$ cat config.mk
export PLATFORM = sky130hd
export DESIGN_NAME = bwc_bus_wake_config
export DESIGN_NICKNAME = d
export VERILOG_FILES = /design/src/verilog/bwc_pkg.sv /design/src/verilog/bwc_bus_wake_config.sv /design/src/verilog/bwc_wake_matcher.sv
export SDC_FILE = /design/constraint.sdc
export NUM_CORES = 1
export LEC_CHECK = 0
export ABC_CLOCK_PERIOD_IN_PS = 6900
export BUFFER_PORTS_ARGS = -buffer_cell sky130_fd_sc_hd__buf_2
export CORE_MARGIN = 1
export CORE_UTILIZATION = 52
export CTS_CLUSTER_DIAMETER = 200
export CTS_CLUSTER_SIZE = 24
export DETAILED_ROUTE_END_ITERATION = 7
export PLACE_DENSITY = 0.88
export RECOVER_POWER = 25
export REMOVE_ABC_BUFFERS = 1
export SYNTH_ARGS = -nofsm -noshare
export SYNTH_HDL_FRONTEND = slang
export SYNTH_HIERARCHICAL = 1
export SYNTH_SLANG_ARGS = --single-unit
$ cat constraint.sdc
create_clock -name mclk -period 6.9 [get_ports mclk]
set_input_delay 0.69 -clock mclk [delete_from_list [all_inputs] [get_ports mclk]]
set_output_delay 0.69 -clock mclk [all_outputs]
set_load 0.005 [all_outputs]
$ cat src/verilog/bwc_pkg.sv
// bwc_pkg: offsets, field positions and reset values of the bus and wake configuration bytes
// assumes byte-wide register access with 8-bit offsets
package bwc_pkg;
   // ==========================================================
   // register offsets
   localparam logic [7:0] BWC_OFS_BUS_FEATURE  = 8'h53;
   localparam logic [7:0] BWC_OFS_WAKE_GRANT   = 8'h54;
   // ==========================================================
   // field positions
   localparam int         BWC_BIT_MSI_EN       = 5;
   localparam int         BWC_BIT_AUX_PRESENT  = 4;
   localparam int         BWC_BIT_SLOT_WIDTH   = 3;
   localparam int         BWC_BIT_CLK_CODE_HI  = 2;
   localparam int         BWC_BIT_GRANT_SEL    = 7;
   localparam int         BWC_BIT_WAKE_PAT_EN  = 5;
   localparam int         BWC_CLK_CODE_W       = 3;
   // ==========================================================
   // reset values and constants
   localparam logic [7:0] BWC_BYTE_ZERO        = 8'h00;
   localparam logic [7:0] BWC_SYNC_BYTE        = 8'hFF;
   localparam int         BWC_ID_BYTES         = 6;
   localparam int         BWC_SYNC_BYTES       = 6;
   localparam int         BWC_ID_REPEATS       = 16;
   // straps are taken at the third edge after release: the second synchroniser
   // stage still shows its reset value at the second edge
   localparam logic [1:0] BWC_STRAP_SETTLE     = 2'h3;
endpackage

$ cat src/verilog/bwc_bus_wake_config.sv
// bwc_bus_wake_config: bus feature and wake/grant configuration bytes with wake request
// assumes mclk is the host bus clock and nrst the host bus reset; status pins are asynchronous
// assumes the configuration memory byte is offered once after reset on cfgLoadValid
// assumes the received byte stream arrives on mclk, already framed by the receiver
//
// Operation
// bit 5 of first byte enables message interrupts
// message interrupt enable loaded from configuration memory
// read-only bit 4 shows auxiliary power presence
// auxiliary power captured at reset, then held
// read-only slot width and clock frequency code
// read-only grant select delays frame one clock
// wake-pattern enable honoured only with power wake
// found wake pattern asserts wake request output
// pattern: six ones bytes, sixteen identity copies
`timescale 1ns/1ps
module bwc_bus_wake_config
   import bwc_pkg::*;
(
   input  wire logic        mclk,
   input  wire logic        nrst,
   input  wire logic [7:0]  regAddr,
   input  wire logic        regWrite,
   input  wire logic        regRead,
   input  wire logic [7:0]  regWdata,
   output logic      [7:0]  regRdata_q,
   input  wire logic        cfgLoadValid,
   input  wire logic [7:0]  cfgLoadByte,
   input  wire logic        auxPowerPin,
   input  wire logic        slotWidthPin,
   input  wire logic [2:0]  busClockFreqPin,
   input  wire logic        grantDelayPin,
   input  wire logic        powerWakeEnable,
   input  wire logic        wakeClear,
   input  wire logic        grantSeen,
   output logic             frameStart_q,
   input  wire logic        rxFrameStart,
   input  wire logic        rxByteValid,
   input  wire logic [7:0]  rxByte,
   input  wire logic        rxFrameGood,
   input  wire logic [47:0] nodeId,
   output logic             msiEnable_q,
   output logic             wakeRequest_n_q
);
   logic [5:0]  syncA_q;
   logic [5:0]  syncB_q;
   logic [1:0]  settle_q;
   logic        auxPresent_q;
   logic        grantFrameDelaySel_q;
   logic        slotWidthFlag_q;
   logic [2:0]  busClockFreqCode_q;
   logic        wakePatternEn_q;
   logic        grantPend_q;
   logic        patternFound;

   // register map as the host sees it; unlisted bits read as zero and ignore writes
   //   bus feature byte: b5 message interrupt enable, b4 auxiliary power present,
   //                     b3 slot width flag, b2:0 bus clock frequency code
   //   wake/grant byte:  b7 grant frame delay select, b5 wake-pattern enable
   // only the two enables are writable; the rest is a status or strap view

   // ==========================================================
   // address decode, shared by the write path and the read path
   function automatic logic addrHits(input logic [7:0] addr, input logic [7:0] ofs);
      return addr == ofs;
   endfunction

   // ==========================================================
   // pin synchronisers: first stage feeds only the second stage
   always_ff @(posedge mclk or negedge nrst) begin
      if (!nrst) begin
         syncA_q <= 6'h00;
         syncB_q <= 6'h00;
      end else begin
         syncA_q <= {grantDelayPin, auxPowerPin, slotWidthPin, busClockFreqPin};
         syncB_q <= syncA_q;
      end
   end

   // ==========================================================
   // straps caught once after reset release, once the synchroniser has filled
   // the second stage still holds its reset value at the second edge, so the
   // capture waits for the third; pins must stay steady from release until then
   // later pin changes are ignored until the next host bus reset
   always_ff @(posedge mclk or negedge nrst) begin
      if (!nrst) begin
         settle_q             <= 2'h0;
         auxPresent_q         <= 1'b0;
         grantFrameDelaySel_q <= 1'b0;
      end else if (settle_q != BWC_STRAP_SETTLE) begin
         settle_q <= settle_q + 2'h1;
         if (settle_q + 2'h1 == BWC_STRAP_SETTLE) begin
            auxPresent_q         <= syncB_q[4];
            grantFrameDelaySel_q <= syncB_q[5];
         end
      end
   end

   // slot width and clock code follow the pins; they are static in practice
   // a pin change reaches a read only four edges later, through both sync stages
   always_ff @(posedge mclk or negedge nrst) begin
      if (!nrst) begin
         slotWidthFlag_q    <= 1'b0;
         busClockFreqCode_q <= 3'h0;
      end else begin
         slotWidthFlag_q    <= syncB_q[3];
         busClockFreqCode_q <= syncB_q[2:0];
      end
   end

   // ==========================================================
   // writable bits; a memory load in the same cycle as a write takes precedence
   // the load is expected only just after reset, so a host write lost to it there
   // is harmless, whereas the stored default must never be lost
   always_ff @(posedge mclk or negedge nrst) begin
      if (!nrst) begin
         msiEnable_q     <= 1'b0;
         wakePatternEn_q <= 1'b0;
      end else begin
         if (cfgLoadValid)
            msiEnable_q <= cfgLoadByte[BWC_BIT_MSI_EN];
         else if (regWrite && addrHits(regAddr, BWC_OFS_BUS_FEATURE))
            msiEnable_q <= regWdata[BWC_BIT_MSI_EN];
         if (regWrite && addrHits(regAddr, BWC_OFS_WAKE_GRANT))
            wakePatternEn_q <= regWdata[BWC_BIT_WAKE_PAT_EN];
      end
   end

   // ==========================================================
   // read port: reserved and unmapped bytes read as zero
   // a read in the cycle of a write shows the old value, as the data are sampled
   // before the write lands; the byte holds until the next read
   always_ff @(posedge mclk or negedge nrst) begin
      if (!nrst) begin
         regRdata_q <= BWC_BYTE_ZERO;
      end else if (regRead) begin
         regRdata_q <= BWC_BYTE_ZERO;
         if (addrHits(regAddr, BWC_OFS_BUS_FEATURE)) begin
            regRdata_q[BWC_BIT_MSI_EN]      <= msiEnable_q;
            regRdata_q[BWC_BIT_AUX_PRESENT] <= auxPresent_q;
            regRdata_q[BWC_BIT_SLOT_WIDTH]  <= slotWidthFlag_q;
            regRdata_q[BWC_BIT_CLK_CODE_HI:0] <= busClockFreqCode_q;
         end else if (addrHits(regAddr, BWC_OFS_WAKE_GRANT)) begin
            regRdata_q[BWC_BIT_GRANT_SEL]   <= grantFrameDelaySel_q;
            regRdata_q[BWC_BIT_WAKE_PAT_EN] <= wakePatternEn_q;
         end
      end
   end

   // ==========================================================
   // frame start after grant: next edge, or one extra clock when delay is selected
   // the select is the latched strap, so it cannot change under a pending grant
   always_ff @(posedge mclk or negedge nrst) begin
      if (!nrst) begin
         grantPend_q  <= 1'b0;
         frameStart_q <= 1'b0;
      end else begin
         grantPend_q  <= grantSeen && grantFrameDelaySel_q;
         frameStart_q <= (grantSeen && !grantFrameDelaySel_q) || grantPend_q;
      end
   end

   // ==========================================================
   // wake pattern detection
   // the matcher restarts at every frame start, so a run split over two frames
   // never counts; its flag is a single-cycle pulse after a good frame end
   bwc_wake_matcher #(
      .SYNC_BYTES (BWC_SYNC_BYTES),
      .ID_REPEATS (BWC_ID_REPEATS)
   ) uMatcher (
      .mclk           (mclk),
      .nrst           (nrst),
      .rxFrameStart   (rxFrameStart),
      .rxByteValid    (rxByteValid),
      .rxByte         (rxByte),
      .rxFrameGood    (rxFrameGood),
      .nodeId         (nodeId),
      .patternFound_q (patternFound)
   );

   // wake request is sticky low until cleared; a new match beats a clear
   // a clear that lands with a match is lost on purpose: dropping a wake event
   // would leave the host asleep, a spurious one only costs a wakeup
   always_ff @(posedge mclk or negedge nrst) begin
      if (!nrst)
         wakeRequest_n_q <= 1'b1;
      else if (patternFound && wakePatternEn_q && powerWakeEnable)
         wakeRequest_n_q <= 1'b0;
      else if (wakeClear)
         wakeRequest_n_q <= 1'b1;
   end
endmodule // bwc_bus_wake_config

$ cat src/verilog/bwc_wake_matcher.sv
// bwc_wake_matcher: finds a wake-pattern sequence in a received byte stream
// assumes bytes arrive on mclk with a start-of-frame pulse and a good-end pulse
`timescale 1ns/1ps
module bwc_wake_matcher
   import bwc_pkg::*;
#(
   parameter int SYNC_BYTES = BWC_SYNC_BYTES,
   parameter int ID_REPEATS = BWC_ID_REPEATS
) (
   input  wire logic        mclk,
   input  wire logic        nrst,
   input  wire logic        rxFrameStart,
   input  wire logic        rxByteValid,
   input  wire logic [7:0]  rxByte,
   input  wire logic        rxFrameGood,
   input  wire logic [47:0] nodeId,
   output logic             patternFound_q
);
   typedef enum logic {BWC_HUNT, BWC_MATCH} bwc_state_e;

   bwc_state_e  state_q;
   logic [3:0]  ffCount_q;
   logic [2:0]  byteIdx_q;
   logic [4:0]  repCount_q;
   logic        seen_q;
   logic [7:0]  idByte;

   // node identity is sent most significant byte first
   assign idByte = nodeId[8*(BWC_ID_BYTES-1-int'(byteIdx_q)) +: 8];

   // ==========================================================
   // sequence tracker
   always_ff @(posedge mclk or negedge nrst) begin
      if (!nrst) begin
         state_q    <= BWC_HUNT;
         ffCount_q  <= 4'h0;
         byteIdx_q  <= 3'h0;
         repCount_q <= 5'h00;
         seen_q     <= 1'b0;
      end else if (rxFrameStart) begin
         state_q    <= BWC_HUNT;
         ffCount_q  <= 4'h0;
         byteIdx_q  <= 3'h0;
         repCount_q <= 5'h00;
         seen_q     <= 1'b0;
      end else if (rxByteValid) begin
         unique case (state_q)
            BWC_HUNT: begin
               // a run longer than six all-ones bytes still counts as sync
               if (rxByte == BWC_SYNC_BYTE) begin
                  if (int'(ffCount_q) < SYNC_BYTES) ffCount_q <= ffCount_q + 4'h1;
               end else if (int'(ffCount_q) >= SYNC_BYTES && rxByte == idByte) begin
                  state_q   <= BWC_MATCH;
                  byteIdx_q <= 3'h1;
                  ffCount_q <= 4'h0;
               end else begin
                  ffCount_q <= 4'h0;
               end
            end
            BWC_MATCH: begin
               if (rxByte == idByte) begin
                  if (int'(byteIdx_q) == BWC_ID_BYTES-1) begin
                     byteIdx_q <= 3'h0;
                     if (int'(repCount_q) == ID_REPEATS-1) begin
                        seen_q  <= 1'b1;
                        state_q <= BWC_HUNT;
                     end
                     repCount_q <= repCount_q + 5'h01;
                  end else begin
                     byteIdx_q <= byteIdx_q + 3'h1;
                  end
               end else begin
                  // a break restarts the hunt; this byte may open a new sync run
                  state_q    <= BWC_HUNT;
                  byteIdx_q  <= 3'h0;
                  repCount_q <= 5'h00;
                  ffCount_q  <= (rxByte == BWC_SYNC_BYTE) ? 4'h1 : 4'h0;
               end
            end
         endcase
      end
   end

   // ==========================================================
   // report only frames that end good, so a bad checksum never wakes the host
   always_ff @(posedge mclk or negedge nrst) begin
      if (!nrst) patternFound_q <= 1'b0;
      else       patternFound_q <= rxFrameGood && seen_q && !rxFrameStart;
   end
endmodule // bwc_wake_matcher

# Word level (Yosys, flattened, before mapping)
# Index checks and enable logic that the tools add are counted.
# classes
shift,1
bitwise,1
n_eq_ne,13
addsub,5
n_mux,42
reduce_logical,24
n_lt_le_gt_ge,2
# ops
operator,n
$shiftx A48 B32 Y8,1
$mux W5,6
$mux W1,22
$mux W4,5
$mux W3,6
$eq A8 B7 Y1 const B,2
$reduce_bool A2 Y1,7
$logic_and A1 B1 Y1,9
$ne A3 B3 Y1 const B,3
$reduce_and A3 Y1,3
$eq A8 B8 Y1,1
$eq A8 B8 Y1 const B,1
$pmux W4 S2,1
$pmux W3 S2,1
$add A5 B1 Y5 const B,1
$eq A5 B5 Y1 const B,1
$reduce_and A5 Y1,1
$add A4 B1 Y4 const B,1
$ge A4 B3 Y1 const B,1
$lt A4 B3 Y1 const B,1
$ne A4 B3 Y1 const B,1
$sub A3 B3 Y4 const A,1
$add A3 B1 Y3 const B,1
$eq A3 B3 Y1 const B,1
other kinds (9),10
# word_totals
word_cells,107
regBits,47
output_inout_bits,11
inputBits,97

# Logic depth before layout (Yosys ltp)
# depth
ltp_word,9
depth_mapped,12
mapped_depth_nobuf,8

# Hierarchy
# The synthesis kept the hierarchy.
# modules_own_cells
module,seq_area_each_um2,cells_each,area_each_um2,instances
bwc_wake_matcher,375.4,160,1468.9,1
bwc_bus_wake_config,802.0,84,1146.1,1

# Worst setup path before layout
# No wires, ideal clock.
# synth_path
kind,reg-to-reg
start,register uMatcher.byteIdx_q[2]
end,register uMatcher.repCount_q[1]
stages_incl_launch_ff,12
setup_slack_ps,4121
setup_ps,74
n_path_buf,3
required_time_ps,6826
arrival_ps,2705
period_less_slack_ps,2779
path_cell_list,dfrtp_1 > ha_1 > buf_6 > mux2_1 > a22o_1 > or3_1 > a2111oi_2 > and2_1 > buf_6 > buf_8 > nand4_2 > a21oi_2
# synth_between
elab_chain_len,7
word_cells_on_any_way,10
classes_between,add/sub: 1; eq/ne: 3; shift: 1; mux: 4; reduce/logical: 1
# synth_lines
item,line_no,source
from (decl),bwc_wake_matcher.sv:23,logic [2:0] byteIdx_q;
from (signal assigned),bwc_wake_matcher.sv:70,byteIdx_q <= byteIdx_q + 3'h1;
$sub A3 B3 Y4,bwc_wake_matcher.sv:29,assign idByte = nodeId[8*(BWC_ID_BYTES-1-int'(byteIdx_q)) +: 8];
$shiftx A48 B32 Y8,bwc_wake_matcher.sv:29,
$eq A8 B8 Y1,bwc_wake_matcher.sv:61,if (rxByte == idByte) begin
$mux W5,bwc_wake_matcher.sv:61,
$mux W5,bwc_wake_matcher.sv:47,unique case (state_q)
$mux W5,bwc_wake_matcher.sv:46,end else if (rxByteValid) begin
$mux W5,bwc_wake_matcher.sv:40,end else if (rxFrameStart) begin
to (signal assigned),bwc_wake_matcher.sv:68,repCount_q <= repCount_q + 5'h01;
to (decl),bwc_wake_matcher.sv:24,logic [4:0] repCount_q;
# Parallel ways exist; a longest one is shown, timed or not. The select of a mux whose other input is x is not followed.
# A chain may end at the register's enable or synchronous reset.

# Final worst setup path
# layout_path
start,register uMatcher.byteIdx_q[1]
end,register uMatcher.ffCount_q[0]
# layout_between
elab_chain_len,5
# layout_lines
item,line_no,source
$sub A3 B3 Y4,bwc_wake_matcher.sv:29,
$shiftx A48 B32 Y8,bwc_wake_matcher.sv:29,
$eq A8 B8 Y1,bwc_wake_matcher.sv:61,
$ne A3 B3 Y1 (no line),-,
$reduce_and A3 Y1 (no line),-,
to (signal assigned),bwc_wake_matcher.sv:77,ffCount_q <= (rxByte == BWC_SYNC_BYTE) ? 4'h1 : 4'h0;
to (decl),bwc_wake_matcher.sv:22,logic [3:0] ffCount_q;
# No other way between the ends.

==> flow_summary.yaml <==
status:
  outcome: "complete, but fails checks"
  violations: "max-capacitance violations, max-slew violations"
sta:
  rsz0062_at_grt: "false"
  period_share_pct: 54.6
  worstMarginPinSlew_ns: 2.36
  setup_viol: 0
  finalMaxSlewViolations: 48
  finalSetupTns_ns: 0
  relSlewSlack_pct: -57.1
  max_freq_mhz: 265
  min_period_ns: 3.77
  skew_ns: 0.00600
  hold_viol_final: 0
  fin_ws_ns: 3.13
drt:
  drt_iter0_drc: 148
  drcViolationCount: 0
  vias: 2191
  first_pass_iters: 5
  vias_per_cell: 5.52
  wirelength_mm: 5.49
  wl_per_cell_um: 13.8
  ant_nets: 0
setup_path:
  r2r_slack_ns: 3.13
  worstPathMaxFanout: 19
  r2r_cells: 8
  start_kind: "register"
  r2r-end: "uMatcher/ffCount_q[0]"
  endpoint_kind: "register"
  required_ns: 7.09
  worstPathArrival_ns: 3.96
  path_class: "reg2reg"
  r2r-start: "uMatcher/byteIdx_q[1]"
place:
  gp_congestion: 0.809
  io_buffers: 92
  hpwl_mm: 4.11
  place_area_um2: 3050
  pre_cts_ws_ns: 3.14
die:
  io_pins: 108
  start_util_pct: 54.6
  rows: 25
  die_h_um: 72.9
  die-area_um2: 5320
  core_um2: 4790
  die_w_um: 72.9
clocking:
  cts.sinks: 47
  cts_buffers: 5
  path_clk_slew_ns: 0.09
  post_cts_resized: 0
  cts_setup_buffers: 0
  clock_latency_ns: 0.30
  holdBufCountCts: 0
  cts_tree: "done"
  clockBufferDepth: 2
  cts-htree-levels: 2
  clockRootBuffer: "clkbuf_8"
yosys:
  synth_top_cell_by_area: "dfrtp_1"
  synthArstFlopShare_pct: 100
  avgSynthCellArea_um2: 10.7
  synth-edff-count: 0
  ys_warn_count: 6
  yosys-top-cells-area: "dfrtp_1, mux2_2, ha_1"
  synth_most_common_cell: "dfrtp_1"
  netlist_area_um2: 2620
  synth-seq-cells: 47
  ys.flop_type: "dfrtp_1"
  yosysSeqAreaShare_pct: 45.0
  synth_top_area_share_pct: 44.0
  synth_commonest_cells: "dfrtp_1, mux2_2, nand2_1, inv_1, o21ai_0"
  netlist_instances: 244
  yosys.cell_types.count: 52
min_path:
  hold_path_class: "reg2reg"
  hp-start: "syncA_q[3]"
  hold-path-endpoint: "syncB_q[3]"
  whs_path_depth: 0
grt:
  grt_pass1_vias: 2046
  grt_pass1_wl_mm: 9.01
  track_usage_pct: 21.8
  grt_max_degree: 48
  antenna_found_initial: 0
  overflow: 0
cells_and_area:
  nets: 433
  area_growth_pct: 20.9
  antenna_cells: 0
  regArea_um2: 1180
  n_fill_cell: 388
  multi_input_area_um2: 1260
  layout-drive-gt1-share_pct: 38.8
  final_area_um2: 3160
  final_util_pct: 66.0
pwr:
  cellPowerDensity_nw_per_um2: 173
  p_leak_nw: 1.45
  fin_total_pwr_w: 0.000548
  ir_drop_uv: 193
run:
  max_cap_violations: 1
-- report_power, final --
group / internal (W) / switching (W) / leakage, nW
sequential: 0.000283 / 0.00000270 / 0.594
combinational: 0.0000310 / 0.0000268 / 0.794
clock: 0.000110 / 0.0000954 / 0.0587
total: 0.000423 / 0.000125 / 1.45
-- state kept, by name, indices dropped and copies added, names as in the netlist, 2 cells and up --
register,count
regRdata_q,7
syncA_q,6
syncB_q,6
uMatcher/repCount_q,5
uMatcher/ffCount_q,4
busClockFreqCode_q,3
uMatcher/byteIdx_q,3
settle_q,2
-- critical path, cell delays in order, from the launching register on --
cell and delay [ns]:
dfrtp_1 0.47, ha_1 0.75, mux2_1 0.38, a22o_1 0.24, or3_1 0.32, a2111oi_2 0.41, and2_1 0.66, mux2i_1 0.18
a31o_1 0.25
-- worst max path at each step --
stage                                     start               endpoint  slack (ns)
after floorplan           uMatcher/byteIdx_q[1]  uMatcher/ffCount_q[0]        3.58
after global placement    uMatcher/byteIdx_q[1]  uMatcher/ffCount_q[0]        3.23
after detailed placement  uMatcher/byteIdx_q[1]  uMatcher/ffCount_q[0]        3.14
after CTS                 uMatcher/byteIdx_q[1]  uMatcher/ffCount_q[0]        3.11
after global routing      uMatcher/byteIdx_q[1]  uMatcher/ffCount_q[1]        2.84
final                     uMatcher/byteIdx_q[1]  uMatcher/ffCount_q[0]        3.13
-- logic make-up after synthesis --
family	after synthesis	share of synthesized area, %
buf+inv	30	6.36
other cells	1	0.143
mux	27	11.7
flops	47	45.0
fa+ha+maj	7	3.35
xor+xnor	8	2.68
simple gates	71	16.6
compound gates	53	14.2
-- routing by layer --
metal	global-route usage, %	vias up	share of wire [%]
li1	-	1066	-
met4	6.32	0	0.86
met5	0	-	0
met1	28.7	1051	42
met3	3.73	6	5.2
met2	37.1	68	52
-- cells in the final DEF (no fill, tap or decap), drive strengths merged, types with 3 or more instances in the layout --
cell,netlist,routed
a222oi,7,7
nand3,5,5
o21ai,16,16
mux2,25,25
ha,7,7
buf,7,90
clkbuf,7,7
nor3,5,5
and3,3,3
and2,3,3
nand2,18,18
a31oi,7,7
a21oi,11,11
inv,16,17
xnor2,8,8
dfrtp,46,46
nor2,7,7
nand4,12,12
-- cell type report --
cell class,instances,share of cell area [%]
clock buffer,5,2.18
clock inverter,3,1.50
inverter,16,1.90
multi-input combinational,167,40.0
sequential,47,37.3
tap,67,2.65
timing repair buffer,92,14.5
-- through the flow --
| stage | hold WS (ns) | instances |
|---|---|---|
| global placement | 0.332 | 389 |
| global route | 0.361 | 397 |
| CTS | 0.358 | 397 |
| floorplan | 0.331 | 230 |
| detailed placement | 0.336 | 389 |
| finish | 0.354 | 397 |
Power figures use the tool's default switching activity.
